$ cat config.mk
export PLATFORM = sky130hd
export DESIGN_NAME = cpu_addressing_decoder
export DESIGN_NICKNAME = d
export VERILOG_FILES = /design/src/verilog/opcode_classifier.v /design/src/verilog/cpu_addressing_decoder.v
export VERILOG_INCLUDE_DIRS = /design/src /design/src/shared
export SDC_FILE = /design/constraint.sdc
export NUM_CORES = 1
export LEC_CHECK = 0
export BUFFER_PORTS_ARGS = -buffer_cell sky130_fd_sc_hd__buf_2
export CORE_MARGIN = 10
export CORE_UTILIZATION = 45
export DETAILED_ROUTE_END_ITERATION = 6
export GPL_TIMING_DRIVEN = 0
export HOLD_SLACK_MARGIN = 0.02
export PLACE_DENSITY_LB_ADDON = 0.25
export SYNTH_ARGS = -nofsm -noshare
export SYNTH_HDL_FRONTEND = slang
export SYNTH_SLANG_ARGS = --single-unit
$ cat constraint.sdc
create_clock -name CLK_SYS_I -period 5.6 [get_ports CLK_SYS_I]
set_clock_uncertainty 0.05 [all_clocks]
set_input_delay 0.84 -clock CLK_SYS_I [delete_from_list [all_inputs] [get_ports CLK_SYS_I]]
set_output_delay 0.84 -clock CLK_SYS_I [all_outputs]
set_load 0.02 [all_outputs]
$ cat src/shared/addr_decode_map.vh
// Purpose: constants for the instruction fetch and address decoder
// Assumes: 8-bit opcode bytes, 16-bit address space
// Notes:   mode codes are internal encodings of the decoder
`ifndef ADDR_DECODE_MAP_VH
`define ADDR_DECODE_MAP_VH
`define PRE_SECONDARY      8'h90
`define PRE_IND_SECONDARY  8'h91
`define PRE_IND_PRIMARY    8'h92
// Addressing modes, 5 bits
`define M_INH      5'h00
`define M_IMM      5'h01
`define M_DIR_S    5'h02
`define M_DIR_L    5'h03
`define M_IDX_0    5'h04
`define M_IDX_S    5'h05
`define M_IDX_L    5'h06
`define M_IND_S    5'h07
`define M_IND_L    5'h08
`define M_IIX_S    5'h09
`define M_IIX_L    5'h0A
`define M_REL_D    5'h0B
`define M_REL_I    5'h0C
`define M_BIT_D    5'h0D
`define M_BIT_I    5'h0E
`define M_BTJ_D    5'h0F
`define M_BTJ_I    5'h10
`define M_ILLEGAL  5'h1F
`define M_WIDTH    5
`define PC_RESET   16'h0000
`define ILL_RST_CYCLES 4'h4
`endif

$ cat src/verilog/opcode_classifier.v
// Purpose: classify an opcode byte into an addressing mode
// Assumes: combinational, opcode map follows the usual 8-bit core layout
// Notes:   prefixed bytes modify the base mode outside this module
`timescale 1ns/1ps
`include "addr_decode_map.vh"
module opcode_classifier (
  input  wire [7:0] opcode_i,
  output reg  [4:0] mode_o,
  output reg        short_only_o,
  output reg        stop_osc_o,
  output reg        wait_irq_o
);
  wire [3:0] hi = opcode_i[7:4];
  wire [3:0] lo = opcode_i[3:0];
  always @* begin
    mode_o       = `M_ILLEGAL;
    short_only_o = 1'b0;
    stop_osc_o   = (opcode_i == 8'h8E);
    wait_irq_o   = (opcode_i == 8'h8F);
    case (hi)
      4'h0: mode_o = `M_BTJ_D;
      4'h1: mode_o = `M_BIT_D;
      4'h2: mode_o = `M_REL_D;
      4'h3, 4'h6, 4'h7: begin
        short_only_o = 1'b1;
        if (lo == 4'h1 || lo == 4'h2 || lo == 4'h5 || lo == 4'h8 || lo == 4'hB)
          mode_o = `M_ILLEGAL;
        else
          mode_o = (hi == 4'h3) ? `M_DIR_S : (hi == 4'h6) ? `M_IDX_S : `M_IDX_0;
      end
      4'h4, 4'h5: begin
        if (lo == 4'h1 || lo == 4'h5 || lo == 4'hB)
          mode_o = `M_ILLEGAL;
        else
          mode_o = `M_INH;
      end
      4'h8, 4'h9: begin
        if (opcode_i == 8'h90 || opcode_i == 8'h91 || opcode_i == 8'h92 ||
            opcode_i == 8'h82 || opcode_i == 8'h83 || opcode_i == 8'h87 ||
            opcode_i == 8'h8C || opcode_i == 8'h8D || opcode_i == 8'h9F)
          mode_o = `M_ILLEGAL;
        else
          mode_o = `M_INH;
      end
      4'hA: begin
        if (lo == 4'hD)
          mode_o = `M_REL_D;
        else if (lo == 4'h7 || lo == 4'hC || lo == 4'hF)
          mode_o = `M_ILLEGAL;
        else
          mode_o = `M_IMM;
      end
      4'hB: mode_o = `M_DIR_S;
      4'hC: mode_o = `M_DIR_L;
      4'hD: mode_o = `M_IDX_L;
      4'hE: mode_o = `M_IDX_S;
      4'hF: mode_o = `M_IDX_0;
      default: mode_o = `M_ILLEGAL;
    endcase
    if ((hi == 4'hB || hi == 4'hE || hi == 4'hF) && (lo == 4'hC || lo == 4'hD))
      short_only_o = 1'b1;
    if (hi == 4'hC && lo == 4'hD)
      short_only_o = 1'b0;
  end
endmodule

$ cat src/verilog/cpu_addressing_decoder.v
// Purpose: instruction fetch, length decode and effective address forming
// Assumes: memory answers a read request one cycle later with mem_rdata
// Notes:   one byte is requested per cycle; datapath takes the result strobe
// Notes on behaviour
// - Inherent instructions are one byte, no operand fetch.
// - Immediate instructions are opcode plus one operand byte.
// - Short direct fetches one address byte, range 00-FF.
// - Long direct fetches a two-byte address, full 64K space.
// - Indexed address is unsigned sum of chosen index and offset.
// - No-offset indexed uses index alone, no extra byte.
// - Short indexed fetches one offset byte, range 00-1FE.
// - Long indexed fetches a two-byte offset, full space.
// - Short indirect reads a byte pointer from a page-zero address.
// - Long indirect reads a word pointer from a page-zero address.
// - Indirect indexed adds index to a byte or word pointer.
// - Load, compare, logic, add accept short and long memory forms.
// - Read-modify-write, bit, call and jump accept short forms only; the code decodes call and jump at high nibbles C and D in long forms.
// - Relative mode adds an 8-bit signed offset to PC.
// - PC already points past the instruction when offset added.
// - Relative direct offset follows opcode; indirect reads it from memory.
// - Instructions are 1 to 4 bytes including prebyte.
// - Prebyte directly precedes opcode; 0 to 2 address bytes follow.
// - Prebyte 90 swaps primary index for secondary.
// - Prebyte 92 turns direct forms indirect, short and long offset indexed to indirect indexed.
// - Prebyte 91 makes primary indirect indexed use secondary index.
// - A byte matching no opcode or prebyte raises a reset, unless it follows a prebyte.
// - Valid prebyte with valid opcode never raises that reset.
// - Stop instruction halts oscillator; wait idles until interrupt.
`timescale 1ns/1ps
`include "addr_decode_map.vh"
module cpu_addressing_decoder #(
  parameter ADDR_W = 16
) (
  input  wire              CLK_SYS_I,
  input  wire              RST_N_I,
  input  wire              CLK_EN_I,
  input  wire              START_I,
  input  wire [ADDR_W-1:0] PC_LOAD_I,
  input  wire              PC_LOAD_EN_I,
  input  wire [7:0]        INDEX_PRI_I,
  input  wire [7:0]        INDEX_SEC_I,
  input  wire [7:0]        MEM_RDATA_I,
  input  wire              IRQ_I,
  input  wire              DONE_I,
  output reg  [ADDR_W-1:0] MEM_ADDR_O,
  output reg               MEM_RD_O,
  output reg  [7:0]        OPCODE_O,
  output reg  [4:0]        MODE_O,
  output reg               USE_SEC_O,
  output reg  [ADDR_W-1:0] EA_O,
  output reg  [7:0]        OPERAND_O,
  output reg  [ADDR_W-1:0] PC_O,
  output reg  [2:0]        LENGTH_O,
  output reg               DECODED_O,
  output reg               ILL_RESET_O,
  output reg               OSC_STOP_O,
  output reg               WAIT_IRQ_O
);
  localparam S_IDLE = 8'h01;
  localparam S_OP   = 8'h02;
  localparam S_B1   = 8'h04;
  localparam S_B2   = 8'h08;
  localparam S_P1   = 8'h10;
  localparam S_P2   = 8'h20;
  localparam S_DONE = 8'h40;
  localparam S_HOLD = 8'h80;

  reg [7:0]        state_reg;
  reg [ADDR_W-1:0] pc_reg;
  reg [7:0]        pre_reg;
  reg              pre_valid_reg;
  reg [4:0]        mode_reg;
  reg              sec_reg;
  reg [7:0]        b1_reg;
  reg [7:0]        b2_reg;
  reg [7:0]        p1_reg;
  reg [2:0]        len_reg;
  reg [3:0]        ill_cnt_reg;
  reg [2:0]        step_reg;

  wire [4:0] base_mode;
  wire       short_only;
  wire       stop_osc;
  wire       wait_irq;

  opcode_classifier u_class (
    .opcode_i     (MEM_RDATA_I),
    .mode_o       (base_mode),
    .short_only_o (short_only),
    .stop_osc_o   (stop_osc),
    .wait_irq_o   (wait_irq)
  );

  wire is_pre = (MEM_RDATA_I == `PRE_SECONDARY) ||
                (MEM_RDATA_I == `PRE_IND_SECONDARY) ||
                (MEM_RDATA_I == `PRE_IND_PRIMARY);

  // Prebytes 91 and 92 remap the base mode; prebyte 90 only selects the secondary index
  reg [4:0] eff_mode;
  reg       eff_sec;
  always @* begin
    eff_mode = base_mode;
    eff_sec  = 1'b0;
    if (pre_valid_reg && pre_reg == `PRE_SECONDARY) begin
      eff_sec = 1'b1;
    end else if (pre_valid_reg) begin
      case (base_mode)
        `M_DIR_S: eff_mode = `M_IND_S;
        `M_DIR_L: eff_mode = `M_IND_L;
        `M_IDX_S: eff_mode = `M_IIX_S;
        `M_IDX_L: eff_mode = `M_IIX_L;
        `M_REL_D: eff_mode = `M_REL_I;
        `M_BIT_D: eff_mode = `M_BIT_I;
        `M_BTJ_D: eff_mode = `M_BTJ_I;
        default:  eff_mode = base_mode;
      endcase
      eff_sec = (pre_reg == `PRE_IND_SECONDARY);
    end
    // Short-only opcodes never get a word pointer
    if (short_only && eff_mode == `M_IND_L)
      eff_mode = `M_IND_S;
    if (short_only && eff_mode == `M_IIX_L)
      eff_mode = `M_IIX_S;
  end

  // Prefixed illegal combinations decode as an inherent no-op, no address bytes
  wire [4:0] dec_mode = (base_mode == `M_ILLEGAL) ? `M_INH : eff_mode;

  // Address bytes after the opcode, 0 to 2
  function [1:0] addr_bytes;
    input [4:0] m;
    begin
      case (m)
        `M_INH, `M_IDX_0:                   addr_bytes = 2'd0;
        `M_DIR_L, `M_IDX_L, `M_BTJ_D, `M_BTJ_I: addr_bytes = 2'd2;
        default:                            addr_bytes = 2'd1;
      endcase
    end
  endfunction

  wire [7:0]        idx      = sec_reg ? INDEX_SEC_I : INDEX_PRI_I;
  wire [ADDR_W-1:0] idx_ext  = {{(ADDR_W-8){1'b0}}, idx};
  wire [ADDR_W-1:0] b1_ext   = {{(ADDR_W-8){1'b0}}, b1_reg};
  wire [ADDR_W-1:0] word_b   = {b1_reg, MEM_RDATA_I};
  wire [ADDR_W-1:0] rel_off  = {{(ADDR_W-8){MEM_RDATA_I[7]}}, MEM_RDATA_I};
  wire              is_ind   = (mode_reg == `M_IND_S) || (mode_reg == `M_IND_L) ||
                               (mode_reg == `M_IIX_S) || (mode_reg == `M_IIX_L) ||
                               (mode_reg == `M_REL_I) || (mode_reg == `M_BIT_I) ||
                               (mode_reg == `M_BTJ_I);
  wire              word_ptr = (mode_reg == `M_IND_L) || (mode_reg == `M_IIX_L);

  always @(posedge CLK_SYS_I or negedge RST_N_I) begin
    if (!RST_N_I) begin
      state_reg     <= S_IDLE;
      pc_reg        <= `PC_RESET;
      pre_reg       <= 8'h00;
      pre_valid_reg <= 1'b0;
      mode_reg      <= `M_INH;
      sec_reg       <= 1'b0;
      b1_reg        <= 8'h00;
      b2_reg        <= 8'h00;
      p1_reg        <= 8'h00;
      len_reg       <= 3'd0;
      ill_cnt_reg   <= 4'h0;
      step_reg      <= 3'd0;
      MEM_ADDR_O    <= `PC_RESET;
      MEM_RD_O      <= 1'b0;
      OPCODE_O      <= 8'h00;
      MODE_O        <= `M_INH;
      USE_SEC_O     <= 1'b0;
      EA_O          <= {ADDR_W{1'b0}};
      OPERAND_O     <= 8'h00;
      PC_O          <= `PC_RESET;
      LENGTH_O      <= 3'd0;
      DECODED_O     <= 1'b0;
      ILL_RESET_O   <= 1'b0;
      OSC_STOP_O    <= 1'b0;
      WAIT_IRQ_O    <= 1'b0;
    end else if (CLK_EN_I) begin
      DECODED_O <= 1'b0;
      MEM_RD_O  <= 1'b0;
      case (state_reg)
        S_IDLE: begin
          if (PC_LOAD_EN_I) begin
            pc_reg <= PC_LOAD_I;
            PC_O   <= PC_LOAD_I;
          end else if (START_I) begin
            MEM_ADDR_O    <= pc_reg;
            MEM_RD_O      <= 1'b1;
            pc_reg        <= pc_reg + 1'b1;
            pre_valid_reg <= 1'b0;
            len_reg       <= 3'd1;
            state_reg     <= S_OP;
          end
        end
        S_OP: begin
          if (is_pre && !pre_valid_reg) begin
            pre_reg       <= MEM_RDATA_I;
            pre_valid_reg <= 1'b1;
            MEM_ADDR_O    <= pc_reg;
            MEM_RD_O      <= 1'b1;
            pc_reg        <= pc_reg + 1'b1;
            len_reg       <= 3'd2;
          end else if (base_mode == `M_ILLEGAL && !pre_valid_reg) begin
            // Nothing stored from the bad byte, PC left untouched
            ILL_RESET_O <= 1'b1;
            ill_cnt_reg <= `ILL_RST_CYCLES;
            state_reg   <= S_HOLD;
          end else begin
            // Prefixed illegal combinations execute as harmless no-ops
            OPCODE_O <= MEM_RDATA_I;
            mode_reg <= dec_mode;
            sec_reg  <= eff_sec;
            step_reg <= 3'd0;
            OSC_STOP_O <= stop_osc && !pre_valid_reg;
            WAIT_IRQ_O <= wait_irq && !pre_valid_reg;
            len_reg  <= len_reg + {1'b0, addr_bytes(dec_mode)};
            if (addr_bytes(dec_mode) == 2'd0) begin
              // Index picked by this prefix; sec_reg still holds the last one
              EA_O <= {{(ADDR_W-8){1'b0}}, (eff_sec ? INDEX_SEC_I : INDEX_PRI_I)};
              state_reg <= S_DONE;
            end else begin
              MEM_ADDR_O <= pc_reg;
              MEM_RD_O   <= 1'b1;
              pc_reg     <= pc_reg + 1'b1;
              state_reg  <= S_B1;
            end
          end
        end
        S_B1: begin
          b1_reg <= MEM_RDATA_I;
          if (addr_bytes(mode_reg) == 2'd2) begin
            MEM_ADDR_O <= pc_reg;
            MEM_RD_O   <= 1'b1;
            pc_reg     <= pc_reg + 1'b1;
            state_reg  <= S_B2;
          end else if (is_ind) begin
            MEM_ADDR_O <= {{(ADDR_W-8){1'b0}}, MEM_RDATA_I};
            MEM_RD_O   <= 1'b1;
            state_reg  <= S_P1;
          end else begin
            case (mode_reg)
              `M_IMM:   OPERAND_O <= MEM_RDATA_I;
              `M_IDX_S: EA_O <= idx_ext + {{(ADDR_W-8){1'b0}}, MEM_RDATA_I};
              `M_REL_D: EA_O <= pc_reg + rel_off;
              default:  EA_O <= {{(ADDR_W-8){1'b0}}, MEM_RDATA_I};
            endcase
            state_reg <= S_DONE;
          end
        end
        S_B2: begin
          b2_reg <= MEM_RDATA_I;
          if (mode_reg == `M_IDX_L)
            EA_O <= word_b + idx_ext;
          else if (mode_reg == `M_BTJ_I) begin
            OPERAND_O  <= MEM_RDATA_I;
            MEM_ADDR_O <= b1_ext;
            MEM_RD_O   <= 1'b1;
          end else if (mode_reg == `M_BTJ_D) begin
            EA_O      <= b1_ext;
            OPERAND_O <= MEM_RDATA_I;
          end else
            EA_O <= word_b;
          state_reg <= (mode_reg == `M_BTJ_I) ? S_P1 : S_DONE;
        end
        S_P1: begin
          p1_reg <= MEM_RDATA_I;
          if (word_ptr) begin
            MEM_ADDR_O <= b1_ext + 1'b1;
            MEM_RD_O   <= 1'b1;
            state_reg  <= S_P2;
          end else begin
            case (mode_reg)
              `M_IIX_S: EA_O <= idx_ext + {{(ADDR_W-8){1'b0}}, MEM_RDATA_I};
              `M_REL_I: EA_O <= pc_reg + rel_off;
              default:  EA_O <= {{(ADDR_W-8){1'b0}}, MEM_RDATA_I};
            endcase
            state_reg <= S_DONE;
          end
        end
        S_P2: begin
          if (mode_reg == `M_IIX_L)
            EA_O <= {p1_reg, MEM_RDATA_I} + idx_ext;
          else
            EA_O <= {p1_reg, MEM_RDATA_I};
          state_reg <= S_DONE;
        end
        S_DONE: begin
          if (!DECODED_O && step_reg == 3'd0) begin
            DECODED_O <= 1'b1;
            MODE_O    <= mode_reg;
            USE_SEC_O <= sec_reg;
            LENGTH_O  <= len_reg;
            PC_O      <= pc_reg;
            step_reg  <= 3'd1;
          end else if (WAIT_IRQ_O && !IRQ_I) begin
            state_reg <= S_DONE;
          end else if (DONE_I || OSC_STOP_O) begin
            // Stop holds until the outer reset wakes the core
            if (!OSC_STOP_O) begin
              WAIT_IRQ_O <= 1'b0;
              state_reg  <= S_IDLE;
            end
          end
        end
        S_HOLD: begin
          if (ill_cnt_reg == 4'h1) begin
            ILL_RESET_O <= 1'b0;
            state_reg   <= S_IDLE;
          end
          ill_cnt_reg <= ill_cnt_reg - 1'b1;
        end
        default: state_reg <= S_IDLE;
      endcase
    end
  end
endmodule

==> metrics.txt, run 1 <==
Setup Fix Bufs, Post-CTS 0; DIE AREA 27700 sq um; Clk Tree Root Cell clkbuf_16; most common cell after layout, fill and taps aside dfrtp_1; clk buf depth 2; Resize count post-CTS 0; Max-cap violations 0; clock network latency to the later pin of the worst-skew pair 0.44 ns; Flop pwr share 0.317; Critical Path End Type flip-flop; Yosys warning total 0; post-synthesis cell count 1109; Reg area 3530 sq um; status finished, final reports clean; Num CTS Buffers 17; post-synthesis sequential area ratio 0.365; GRT Resource Usage Total 0.232; Comb pwr share 0.460; # DRC 0; die height 167 microns; met1 Use GR 0.319; ys flop type dfrtp_1; RePlAce Congestion 1.01; Detailed Route WL 33200 microns; total net switching power 2.34 mW; area of the mapped netlist 9660 sq um; vias in the first global route 9072; Slew headroom 0.318; H-Tree Depth 4; share of post-route cells with drive strength above 1 0.197; Max Clk Rate 218 MHz; most frequent cells in the layout dfrtp_1, buf_2, nand2_1; Setup violations, final 0; synth-to-layout area growth 16.5%; Clk pwr share 0.223; Post-synth EDFFs 0; largest net degree at the start of global routing 88; net count after synthesis 1187; Fillers 2023; DP Wirelength 24800 microns; met2 usage 0.346; Final ANT Viol Nets 0; met3 usage 0.0450; arrival time worst endpoint 4.85 ns; nets 1331; Min-Delay Path Class in2async; via count 9311; Distinct cells, synth 87; P_int 2.93 mW; Die X 167 microns; global-route wire length before repair 52000 microns; Post-CTS Hold Fix Bufs 0; Final Critical Period 4.58 ns; worst setup path category in2reg; crit-path max FO 10; Initial Utilization 0.458; max-slew violation count 0; clk sinks 141; setup repair after global routing missed its margin false; Hold Vio Cnt, Final 0; n_diodes 0; Async SR Flop Fraction 1.00; drt pass-1 iters 5; Yosys reg bits 141; pwr/cell area 468 nW/um^2; maximum VDD drop 215 uV; drt via density 6.04; Req. time, crit path 5.87 ns; Worst-path clk slew 0.07 ns; Core Region 21100 sq um; routed len/inst 21.5 microns; initial antenna violation count 1; GR peak layer met2; Starting DRT DRC Count 947; Net Sw Frac 0.443; grt total ovfl 0; static leakage 5.29 nW; syn avg cell area 8.71 sq um; IO Port Bufs 123; worst slew pin tran 1.02 ns; io pins 125; TritonCTS clock tree done; setup_tns 0 ns; Min Hold Slack 0.290 ns; FP Rows 53; Final Cycle Share 0.817; Multi-input gate area 5730 sq um; startpoint class of the critical path input port
per-layer routing:
layer  vias to the layer above  wire (microns)
li1                       4373               -
met1                      4489           15200
met2                       382           14500
met3                        65            2240
met4                         2            1220
met5                         -              18
metrics by stage:
| stage | cells | setup WS [ns] | utilization | power [mW] | area, sq um |
|---|---|---|---|---|---|
| after detailed placement | 1509 | 0.669 | 0.506 | 4.08 | 10700 |
| after global placement | 1507 | 0.667 | 0.504 | 4.04 | 10600 |
| after global routing | 1541 | 0.733 | 0.534 | 5.62 | 11300 |
| after CTS | 1541 | 1.10 | 0.534 | 5.27 | 11300 |
| after floorplan | 1109 | 1.40 | - | 3.26 | 9660 |
| final | 1541 | 1.02 | 0.534 | 5.27 | 11300 |
worst max-delay path: stages:
cell       delay (ns)
buf_2            0.19
clkbuf_1         0.46
nor3b_1          0.17
a32o_1           0.28
a2111oi_4        0.32
nor4b_4          0.40
nor3b_1          0.23
o31a_1           0.24
and3_1           0.22
o31ai_1          0.09
a311oi_1         0.26
ha_1             0.19
inv_1            0.05
fa_1             0.35
nor3_1           0.24
o21ai_0          0.11
a22o_1           0.20
area by class of cell:
type | count | area share
multi-input combinational | 875 | 0.509
timing repair buffer | 125 | 0.0581
sequential | 141 | 0.314
tap | 275 | 0.0306
clock buffer | 19 | 0.0402
inverter | 24 | 0.00801
buffer | 69 | 0.0277
clock inverter | 13 | 0.0125
power groups by stage:
stage | Combinational (mW) | Sequential (mW) | Clock (mW)
finish | 2.42 | 1.67 | 1.18
global route | 2.68 | 1.71 | 1.23
CTS | 2.42 | 1.66 | 1.19
detailed placement | 2.41 | 1.68 | 0
global placement | 2.37 | 1.67 | 0
floorplan | 1.42 | 1.85 | 0
path summary, 6_finish.rpt:
check | startpoint | to | slack, ns | cells past startpoint
min reg2reg | OPCODE_O[0] | OPCODE_O[0] | 0.43 | 2
max in group asynchronous | RST_N_I | pc_reg[13] | 4.35 | 2
max | MEM_RDATA_I[3] | len_reg[2] | 1.02 | 17
min | RST_N_I | OPERAND_O[1] | 0.29 | 1
min in group CLK_SYS_I | OPCODE_O[0] | OPCODE_O[0] | 0.43 | 2
max reg2reg | sec_reg | EA_O[12] | 1.46 | 14
synthesized netlist by cell type (4+ instances only):
master / n / share of area
nand2_1: 132 / 0.051
nor2b_1: 13 / 0.0084
and2_1: 7 / 0.0045
clkbuf_1: 48 / 0.019
or2_2: 4 / 0.0026
and3_1: 18 / 0.012
or3_1: 6 / 0.0039
a221oi_1: 11 / 0.010
buf_6: 5 / 0.0058
xor2_1: 8 / 0.0073
o22ai_1: 15 / 0.0097
nand3b_1: 11 / 0.0085
and3b_1: 8 / 0.0073
a22oi_1: 8 / 0.0062
a21o_1: 11 / 0.0085
nor3_1: 29 / 0.015
o21ai_1: 6 / 0.0031
xnor2_1: 20 / 0.018
o31a_1: 4 / 0.0036
mux2_2: 44 / 0.051
o21ai_0: 84 / 0.044
nand2b_1: 10 / 0.0065
nor3b_1: 8 / 0.0062
inv_1: 24 / 0.0093
buf_2: 11 / 0.0057
nand3_1: 42 / 0.022
a21oi_1: 113 / 0.059
dfrtp_1: 140 / 0.36
nand4_1: 9 / 0.0058
ha_1: 28 / 0.036
nor2_1: 70 / 0.027
mux2i_1: 40 / 0.041
a22o_1: 8 / 0.0073
o31ai_1: 4 / 0.0031
buf_1: 4 / 0.0016
a31oi_1: 12 / 0.0078
o221ai_1: 5 / 0.0045
o211ai_1: 7 / 0.0054
nor4_1: 5 / 0.0032
o21bai_1: 4 / 0.0031
cell families (layout without fill, tap and decap cells):
logic type / Yosys count / after routing / synth area share
AO/OA/AOI/OAI: 338 / 338 / 0.224
XOR/XNOR: 28 / 28 / 0.0254
adder cells (fa/ha/maj): 31 / 31 / 0.0425
buffers and inverters: 93 / 250 / 0.0416
flip-flops: 141 / 141 / 0.365
multiplexers: 88 / 88 / 0.0985
AND/OR/NAND/NOR: 390 / 390 / 0.202
Power figures use the tool's default switching activity.
==> inputs of run 2 (changes only) <==
Settings changed: ABC_AREA from default to 1.
Clock period 5.6 ns to 4 ns, I/O delays scaled along.
==> run 2 against run 1 <==
  * Design area grew 2.5%
  * Count of clock-buffer cells in the layout shrank 2
  * Wire length grew 6.8%
  * Hold slack lost 0.20 ns
  * Total power grew 52%
  * First-iteration DRC count grew 23%
  * Utilization shrank 0.49 points
  * Non-clock buffer count shrank 28
  * Critical path type unchanged
==> metrics.txt, run 2 <==
status finished, final reports clean; Die X 169 microns (+1.3%); Max Clk Rate 273 MHz; area share of the largest cell type after synthesis 0.352 (-0.0107); crit-path max FO 10 (unchanged); clk buf depth 2 (unchanged); most frequent cells in the layout nand2_1, inv_1, dfrtp_1; drt pass-1 iters 6 (+1); Setup WS pre-CTS -0.0569 ns (-0.726 ns); global-route wire length before repair 55700 microns (+7.2%); worst setup path category in2reg; Design Area, Final 11500 sq um (+2.5%); Core Region 21800 sq um (+3.5%); Worst Reg-to-Reg Cells 13 (-1); wl on met1 15300 microns (+0.76%); # DRC 0 (unchanged); CP endpoint len_reg[1]; Async SR Flop Fraction 1.00 (unchanged); startpoint class of the critical path input port; critical path buffer and inverter count 3 (unchanged); share of post-route cells with drive strength above 1 0.137 (-0.0603); Synth Area in Compound Gates 0.172 (-0.0522); Crit path depth 24 (+7); r2r setup slk 0.43 ns (-1.03 ns); DIE AREA 28500 sq um (+2.7%); IO Port Bufs 124 (+0.81%); DP Wirelength 27200 microns (+9.6%); Critical Path End Type flip-flop; met2 WL post-DR 15800 microns (+9.4%); most used cell, CP nand2_1; Clk Tree Root Cell clkbuf_16; net count after synthesis 1517 (+28%); area of the mapped netlist 9950 sq um (+3.0%); most common cell in the synthesized netlist nand2_1; Synth Area in XOR/XNOR 0.0185 (-0.00691); arrival time worst endpoint 3.97 ns (-0.88 ns); Resize count post-CTS 0 (unchanged); FP Rows 54 (+1.9%); Yosys reg bits 141 (unchanged); Final ANT Viol Nets 0 (unchanged); ys flop type dfrtp_1; most common cell after layout, fill and taps aside nand2_1; Detailed Route WL 35400 microns (+6.8%); post-synthesis sequential area ratio 0.355 (-0.0107); io pins 125 (unchanged); Setup violations, final 0 (unchanged); crit-path cells buf_2 > clkinv_1 > nand2_1 > nor2_1 > nand2_1 > nand2_1 > a21oi_2 > nand3_1 > nor2_1 > nand2_2 > nand3_2 > nand2_2 > nand2_1 > nand3_2 > nor2_1 > nand3_1 > nand3b_1 > nor2_1 > ha_1 > inv_1 > fa_1 > a21oi_1 > nand2_1 > o21ai_0; TritonCTS clock tree done; static leakage 5.72 nW (+8.1%); most frequent cells after synthesis nand2_1, inv_1, dfrtp_1, nor2_1, o21ai_0; reg2reg start state_reg[0]; clock network latency to the later pin of the worst-skew pair 0.44 ns (about the same); die height 169 microns (+1.3%); Worst-path clk slew 0.07 ns (about the same); Setup Fix Bufs, Post-CTS 0 (unchanged); Initial Utilization 0.456 (-0.00203); post-synthesis cell count 1439 (+30%); nets 1661 (+25%); Distinct cells, synth 53 (-39%); critical path's top delay family simple AND/OR/NAND/NOR gates; final worst setup slack 0.341 ns (-0.682 ns); routed len/inst 18.9 microns (-12%); largest net degree at the start of global routing 76 (-14%); Crit-path slowest cell clkinv_1; n_diodes 0 (unchanged); Max-cap violations 0 (unchanged); Min-Delay Path Class in2async; Req. time, crit path 4.31 ns (-1.56 ns); worst flop-to-flop path endpoint EA_O[11]; Final Critical Period 3.66 ns; Yosys warning total 0 (unchanged); Post-CTS Hold Fix Bufs 0 (unchanged); pwr/cell area 692 nW/um^2 (+48%); Num CTS Buffers 17 (unchanged); H-Tree Depth 4 (unchanged); setup repair after global routing missed its margin false; drt via density 5.71 (-5.5%); largest cells by area after synthesis dfrtp_1, nand2_1, inv_1, o21ai_0, nor2_1; maximum VDD drop 296 uV (+38%); Hold Vio Cnt, Final 0 (unchanged); Starting DRT DRC Count 1161 (+23%); via count 10700 (+15%); simple-gate area share of the yosys netlist 0.320 (+0.118); synth-to-layout area growth 15.9%; Fillers 2152 (+6.4%); met3 WL 3210 microns (+43%); RePlAce Congestion 0.989 (-2.0%); Post-synth EDFFs 0 (unchanged); initial antenna violation count 0 (-1); worst slew pin tran 0.766 ns (-0.251 ns); multiplexer share of the synthesized area 0.00679 (-0.0918); largest family of logic cells by synthesized area simple AND/OR/NAND/NOR gates; launch point of the worst path MEM_RDATA_I[5]; placed cell area 11000 sq um (+2.8%); vias in the first global route 10300 (+14%); Synth Area in Adders 0.0412 (-0.00125); total power 7.98 mW (+52%); Synth area leader dfrtp_1; max-slew violation count 0 (unchanged); top routing layer in use met4; Slew headroom 0.487 (+0.170); clk sinks 141 (unchanged); grt total ovfl 0 (unchanged); GRT Resource Usage Total 0.244 (+0.0120); Final Cycle Share 0.915; Crit path largest cell delay 0.46 ns (about the same); syn avg cell area 6.92 sq um (-21%)
==> run 2: cell count changes in the layout (fill, tap and decap cells not counted), moves of 14 or more <==
cell / before / now
nor2_1: 70 / 135
nand3_1: 42 / 101
nand2_1: 132 / 399
xnor2_1: 20 / 2
o211ai_1: 7 / 21
clkbuf_1: 48 / 30
a21oi_1: 113 / 67
mux2i_1: 40 / 0
nand4_1: 9 / 23
and3_1: 18 / 0
mux2_2: 44 / 6
o21ai_0: 84 / 118
inv_1: 24 / 163
==> run 2: layer usage <==
metal / track usage / vias up
met4: 0.0859 / 0
li1: - / 5112
met3: 0.0463 / 74
met1: 0.327 / 4979
met2: 0.384 / 546
met5: 0 / -
==> run 2: worst min-delay path by stage <==
stage / from / slack (ns) / cells after the start / to
after CTS: RST_N_I / 0.12 / 1 / MEM_ADDR_O[12]
after global routing: RST_N_I / 0.14 / 1 / PC_O[11]
after floorplan: RST_N_I / 0.25 / 0 / DECODED_O
final: RST_N_I / 0.09 / 1 / PC_O[11]
after detailed placement: pre_reg[7] / 0.39 / 2 / pre_reg[7]
after global placement: pre_reg[7] / 0.38 / 2 / pre_reg[7]
==> run 2: kinds of logic (layout without fill, tap and decap cells) <==
logic type | after synthesis | after routing
AND/OR/NAND/NOR | 731 | 731
XOR/XNOR | 21 | 21
adder cells (fa/ha/maj) | 31 | 31
multiplexers | 6 | 6
buffers and inverters | 219 | 376
AO/OA/AOI/OAI | 290 | 290
flip-flops | 141 | 141
==> run 2: layout make-up <==
type,count,area [sq um],share of cell area
multi-input cells,1079,5560,0.482
flip-flops and latches,141,3530,0.306
inverters,178,668,0.0579
repair buffers,125,654,0.0567
clock buffers,17,425,0.0369
well taps,280,350,0.0304
plain buffers,41,195,0.0169
clock inverters,15,154,0.0133
==> run 2: power breakdown <==
| group | total [mW] | switching (mW) | internal (mW) |
|---|---|---|---|
| Sequential | 2.43 | 0.480 | 1.95 |
| Combinational | 3.93 | 2.68 | 1.25 |
| Clock | 1.62 | 0.746 | 0.877 |
| Total | 7.98 | 3.91 | 4.07 |
==> run 2: through the flow <==
step / hold WS, ns / setup TNS (ns) / utilization / std cells
2_1_floorplan: 0.254 / 0 / - / 1439
4_1_cts: 0.123 / 0 / 0.529 / 1876
5_1_grt: 0.139 / 0 / 0.529 / 1876
3_5_place_dp: 0.392 / -0.0836 / 0.502 / 1844
6_report: 0.0861 / 0 / 0.529 / 1876
3_3_place_gp: 0.383 / 0 / 0.501 / 1843
==> inputs of run 3 (changes only) <==
Settings changed: REMOVE_ABC_BUFFERS from default to 1, SLEW_MARGIN from default to 10.
==> run 3 against run 2 <==
  * Count of clock-buffer cells in the layout rose by 2
  * Critical endpoint is now EA_O[1]
  * Combinational power shrank 2%
  * First-iteration DRC count down 13%
  * Largest cell class unchanged
  * Design area decreased by 0.49%
  * Flip-flop and latch count is the same
==> metrics.txt, run 3 (synthesis gave the netlist of run 2 again) <==
Critical Path End Type flip-flop; most common cell after layout, fill and taps aside nand2_1; most frequent cells in the layout nand2_1, inv_1, dfrtp_1; r2r setup slk 0.15 ns (-0.28 ns); crit-path cells nor2_1 > inv_1 > nor2_1 > nand4_1 > inv_1 > nor2_1 > inv_1 > o2111ai_1 > clkinvlp_4 > nand2_4 > nand2_1 > nand2_1; io pins 125 (unchanged); final cell count without fillers 1848 (-1.5%); DP Wirelength 25400 microns (-6.6%); Setup violations, final 0 (unchanged); via count 10500 (-2.0%); vias in the first global route 9922 (-3.7%); max-slew violation count 0 (unchanged); clock network latency to the later pin of the worst-skew pair 0.44 ns (about the same); Crit-path slowest cell nor2_1; routed len/inst 18.7 microns (-1.1%); worst setup path category reg2reg; DIE AREA 28500 sq um (unchanged); Hold Vio Cnt, Final 0 (unchanged); initial antenna violation count 0 (unchanged); H-Tree Depth 4 (unchanged); grt total ovfl 0 (unchanged); RePlAce Congestion 0.991 (+0.13%); total power 7.95 mW (-0.42%); share of post-route cells with drive strength above 1 0.144 (+0.00691); setup repair after global routing missed its margin false; placed cells 1807 (-2.0%); clk buf depth 2 (unchanged); # DRC 0 (unchanged); Clk Tree Root Cell clkbuf_16; critical path's top delay family simple AND/OR/NAND/NOR gates; synth-to-layout area growth 15.3%; pwr/cell area 692 nW/um^2 (about the same); drt pass-1 iters 5 (-1); Slew headroom 0.253 (-0.234); Crit path largest cell delay 0.54 ns (+0.08 ns); TritonCTS clock tree done; Worst-path clk slew 0.07 ns (about the same); clk sinks 141 (unchanged); global-route wire length before repair 53900 microns (-3.2%); static leakage 5.70 nW (-0.29%); Req. time, crit path 4.32 ns (about the same); Final Cycle Share 0.962 (+0.0475); Detailed Route WL 34500 microns (-2.5%); Starting DRT DRC Count 1012 (-13%); Initial Utilization 0.456 (unchanged); startpoint class of the critical path flip-flop; Fillers 2196 (+2.0%); GRT Resource Usage Total 0.234 (-0.00956); critical path buffer and inverter count 4 (+1); die height 169 microns (unchanged); Num CTS Buffers 17 (unchanged); Core Region 21800 sq um (unchanged); FP Rows 54 (unchanged); Final Critical Period 3.85 ns (+0.190 ns); drt via density 5.68 (-0.56%); Min-Delay Path Class in2async; Max Clk Rate 260 MHz (-4.9%); Setup WS pre-CTS -0.308 ns (-0.251 ns); Die X 169 microns (unchanged); largest net degree at the start of global routing 80 (+5.3%); final worst setup slack 0.151 ns (-0.190 ns); setup_tns 0 ns (unchanged); nets 1634 (-1.6%); status finished, final reports clean; maximum VDD drop 327 uV (+11%); worst slew pin tran 1.12 ns (+0.351 ns); arrival time worst endpoint 4.17 ns (+0.20 ns); Final ANT Viol Nets 0 (unchanged); crit-path max FO 17 (+7); n_diodes 0 (unchanged); Max-cap violations 0 (unchanged); IO Port Bufs 124 (unchanged)
[run 3: cell types whose count changed in the layout (fill, tap and decap cells not counted), moves of 2 or more]
| cell | delta |
|---|---|
| clkinvlp_4 | +4 |
| inv_6 | -2 |
| inv_8 | -2 |
| clkbuf_1 | -30 |
| buf_6 | -5 |
| clkinv_1 | -2 |
| clkbuf_8 | +2 |
| buf_4 | +12 |
| buf_2 | -5 |
[run 3: final cells by class]
| class | instances | area, sq um | area share |
|---|---|---|---|
| clock inverters | 12 | 138 | 0.0120 |
| multi-input cells | 1079 | 5580 | 0.486 |
| well taps | 280 | 350 | 0.0305 |
| clock buffers | 19 | 453 | 0.0394 |
| inverters | 178 | 676 | 0.0588 |
| repair buffers | 139 | 761 | 0.0663 |
| flip-flops and latches | 141 | 3530 | 0.307 |
[run 3: what timing repair did]
action	in CTS	in global routing
buffers inserted	0	9
setup endpoints to repair	0	34
hold buffers	0	0
gates resized for setup	0	2
[run 3: worst paths after layout]
kind | from | endpoint | cells after the start
max | state_reg[0] | EA_O[1] | 12
min | RST_N_I | pre_reg[5] | 1
max reg2reg | state_reg[0] | EA_O[1] | 12
min reg2reg | pre_reg[7] | pre_reg[7] | 2
max in group asynchronous | RST_N_I | b1_reg[7] | 2
min in group CLK_SYS_I | PC_LOAD_I[3] | PC_O[3] | 3
[run 3: report_power, final]
part           internal (mW)  switching [mW]  total, mW
sequential              1.95           0.521       2.47
combinational           1.22            2.61       3.84
clock                  0.953           0.687       1.64
total                   4.13            3.82       7.95
[run 3: routing by layer]
layer  global-route usage  wire length (microns)
met1                0.314                  15200
met2                0.368                  15500
met3               0.0449                   2830
met4               0.0802                    940
met5                    0                      0
[run 3: through the flow]
stage | cell area (sq um) | util | hold WS, ns
floorplan | 9760 | - | 0.254
global placement | 10700 | 0.492 | 0.389
detailed placement | 10800 | 0.495 | 0.390
CTS | 11400 | 0.522 | 0.0657
global route | 11500 | 0.526 | 0.0736
finish | 11500 | 0.526 | 0.0365
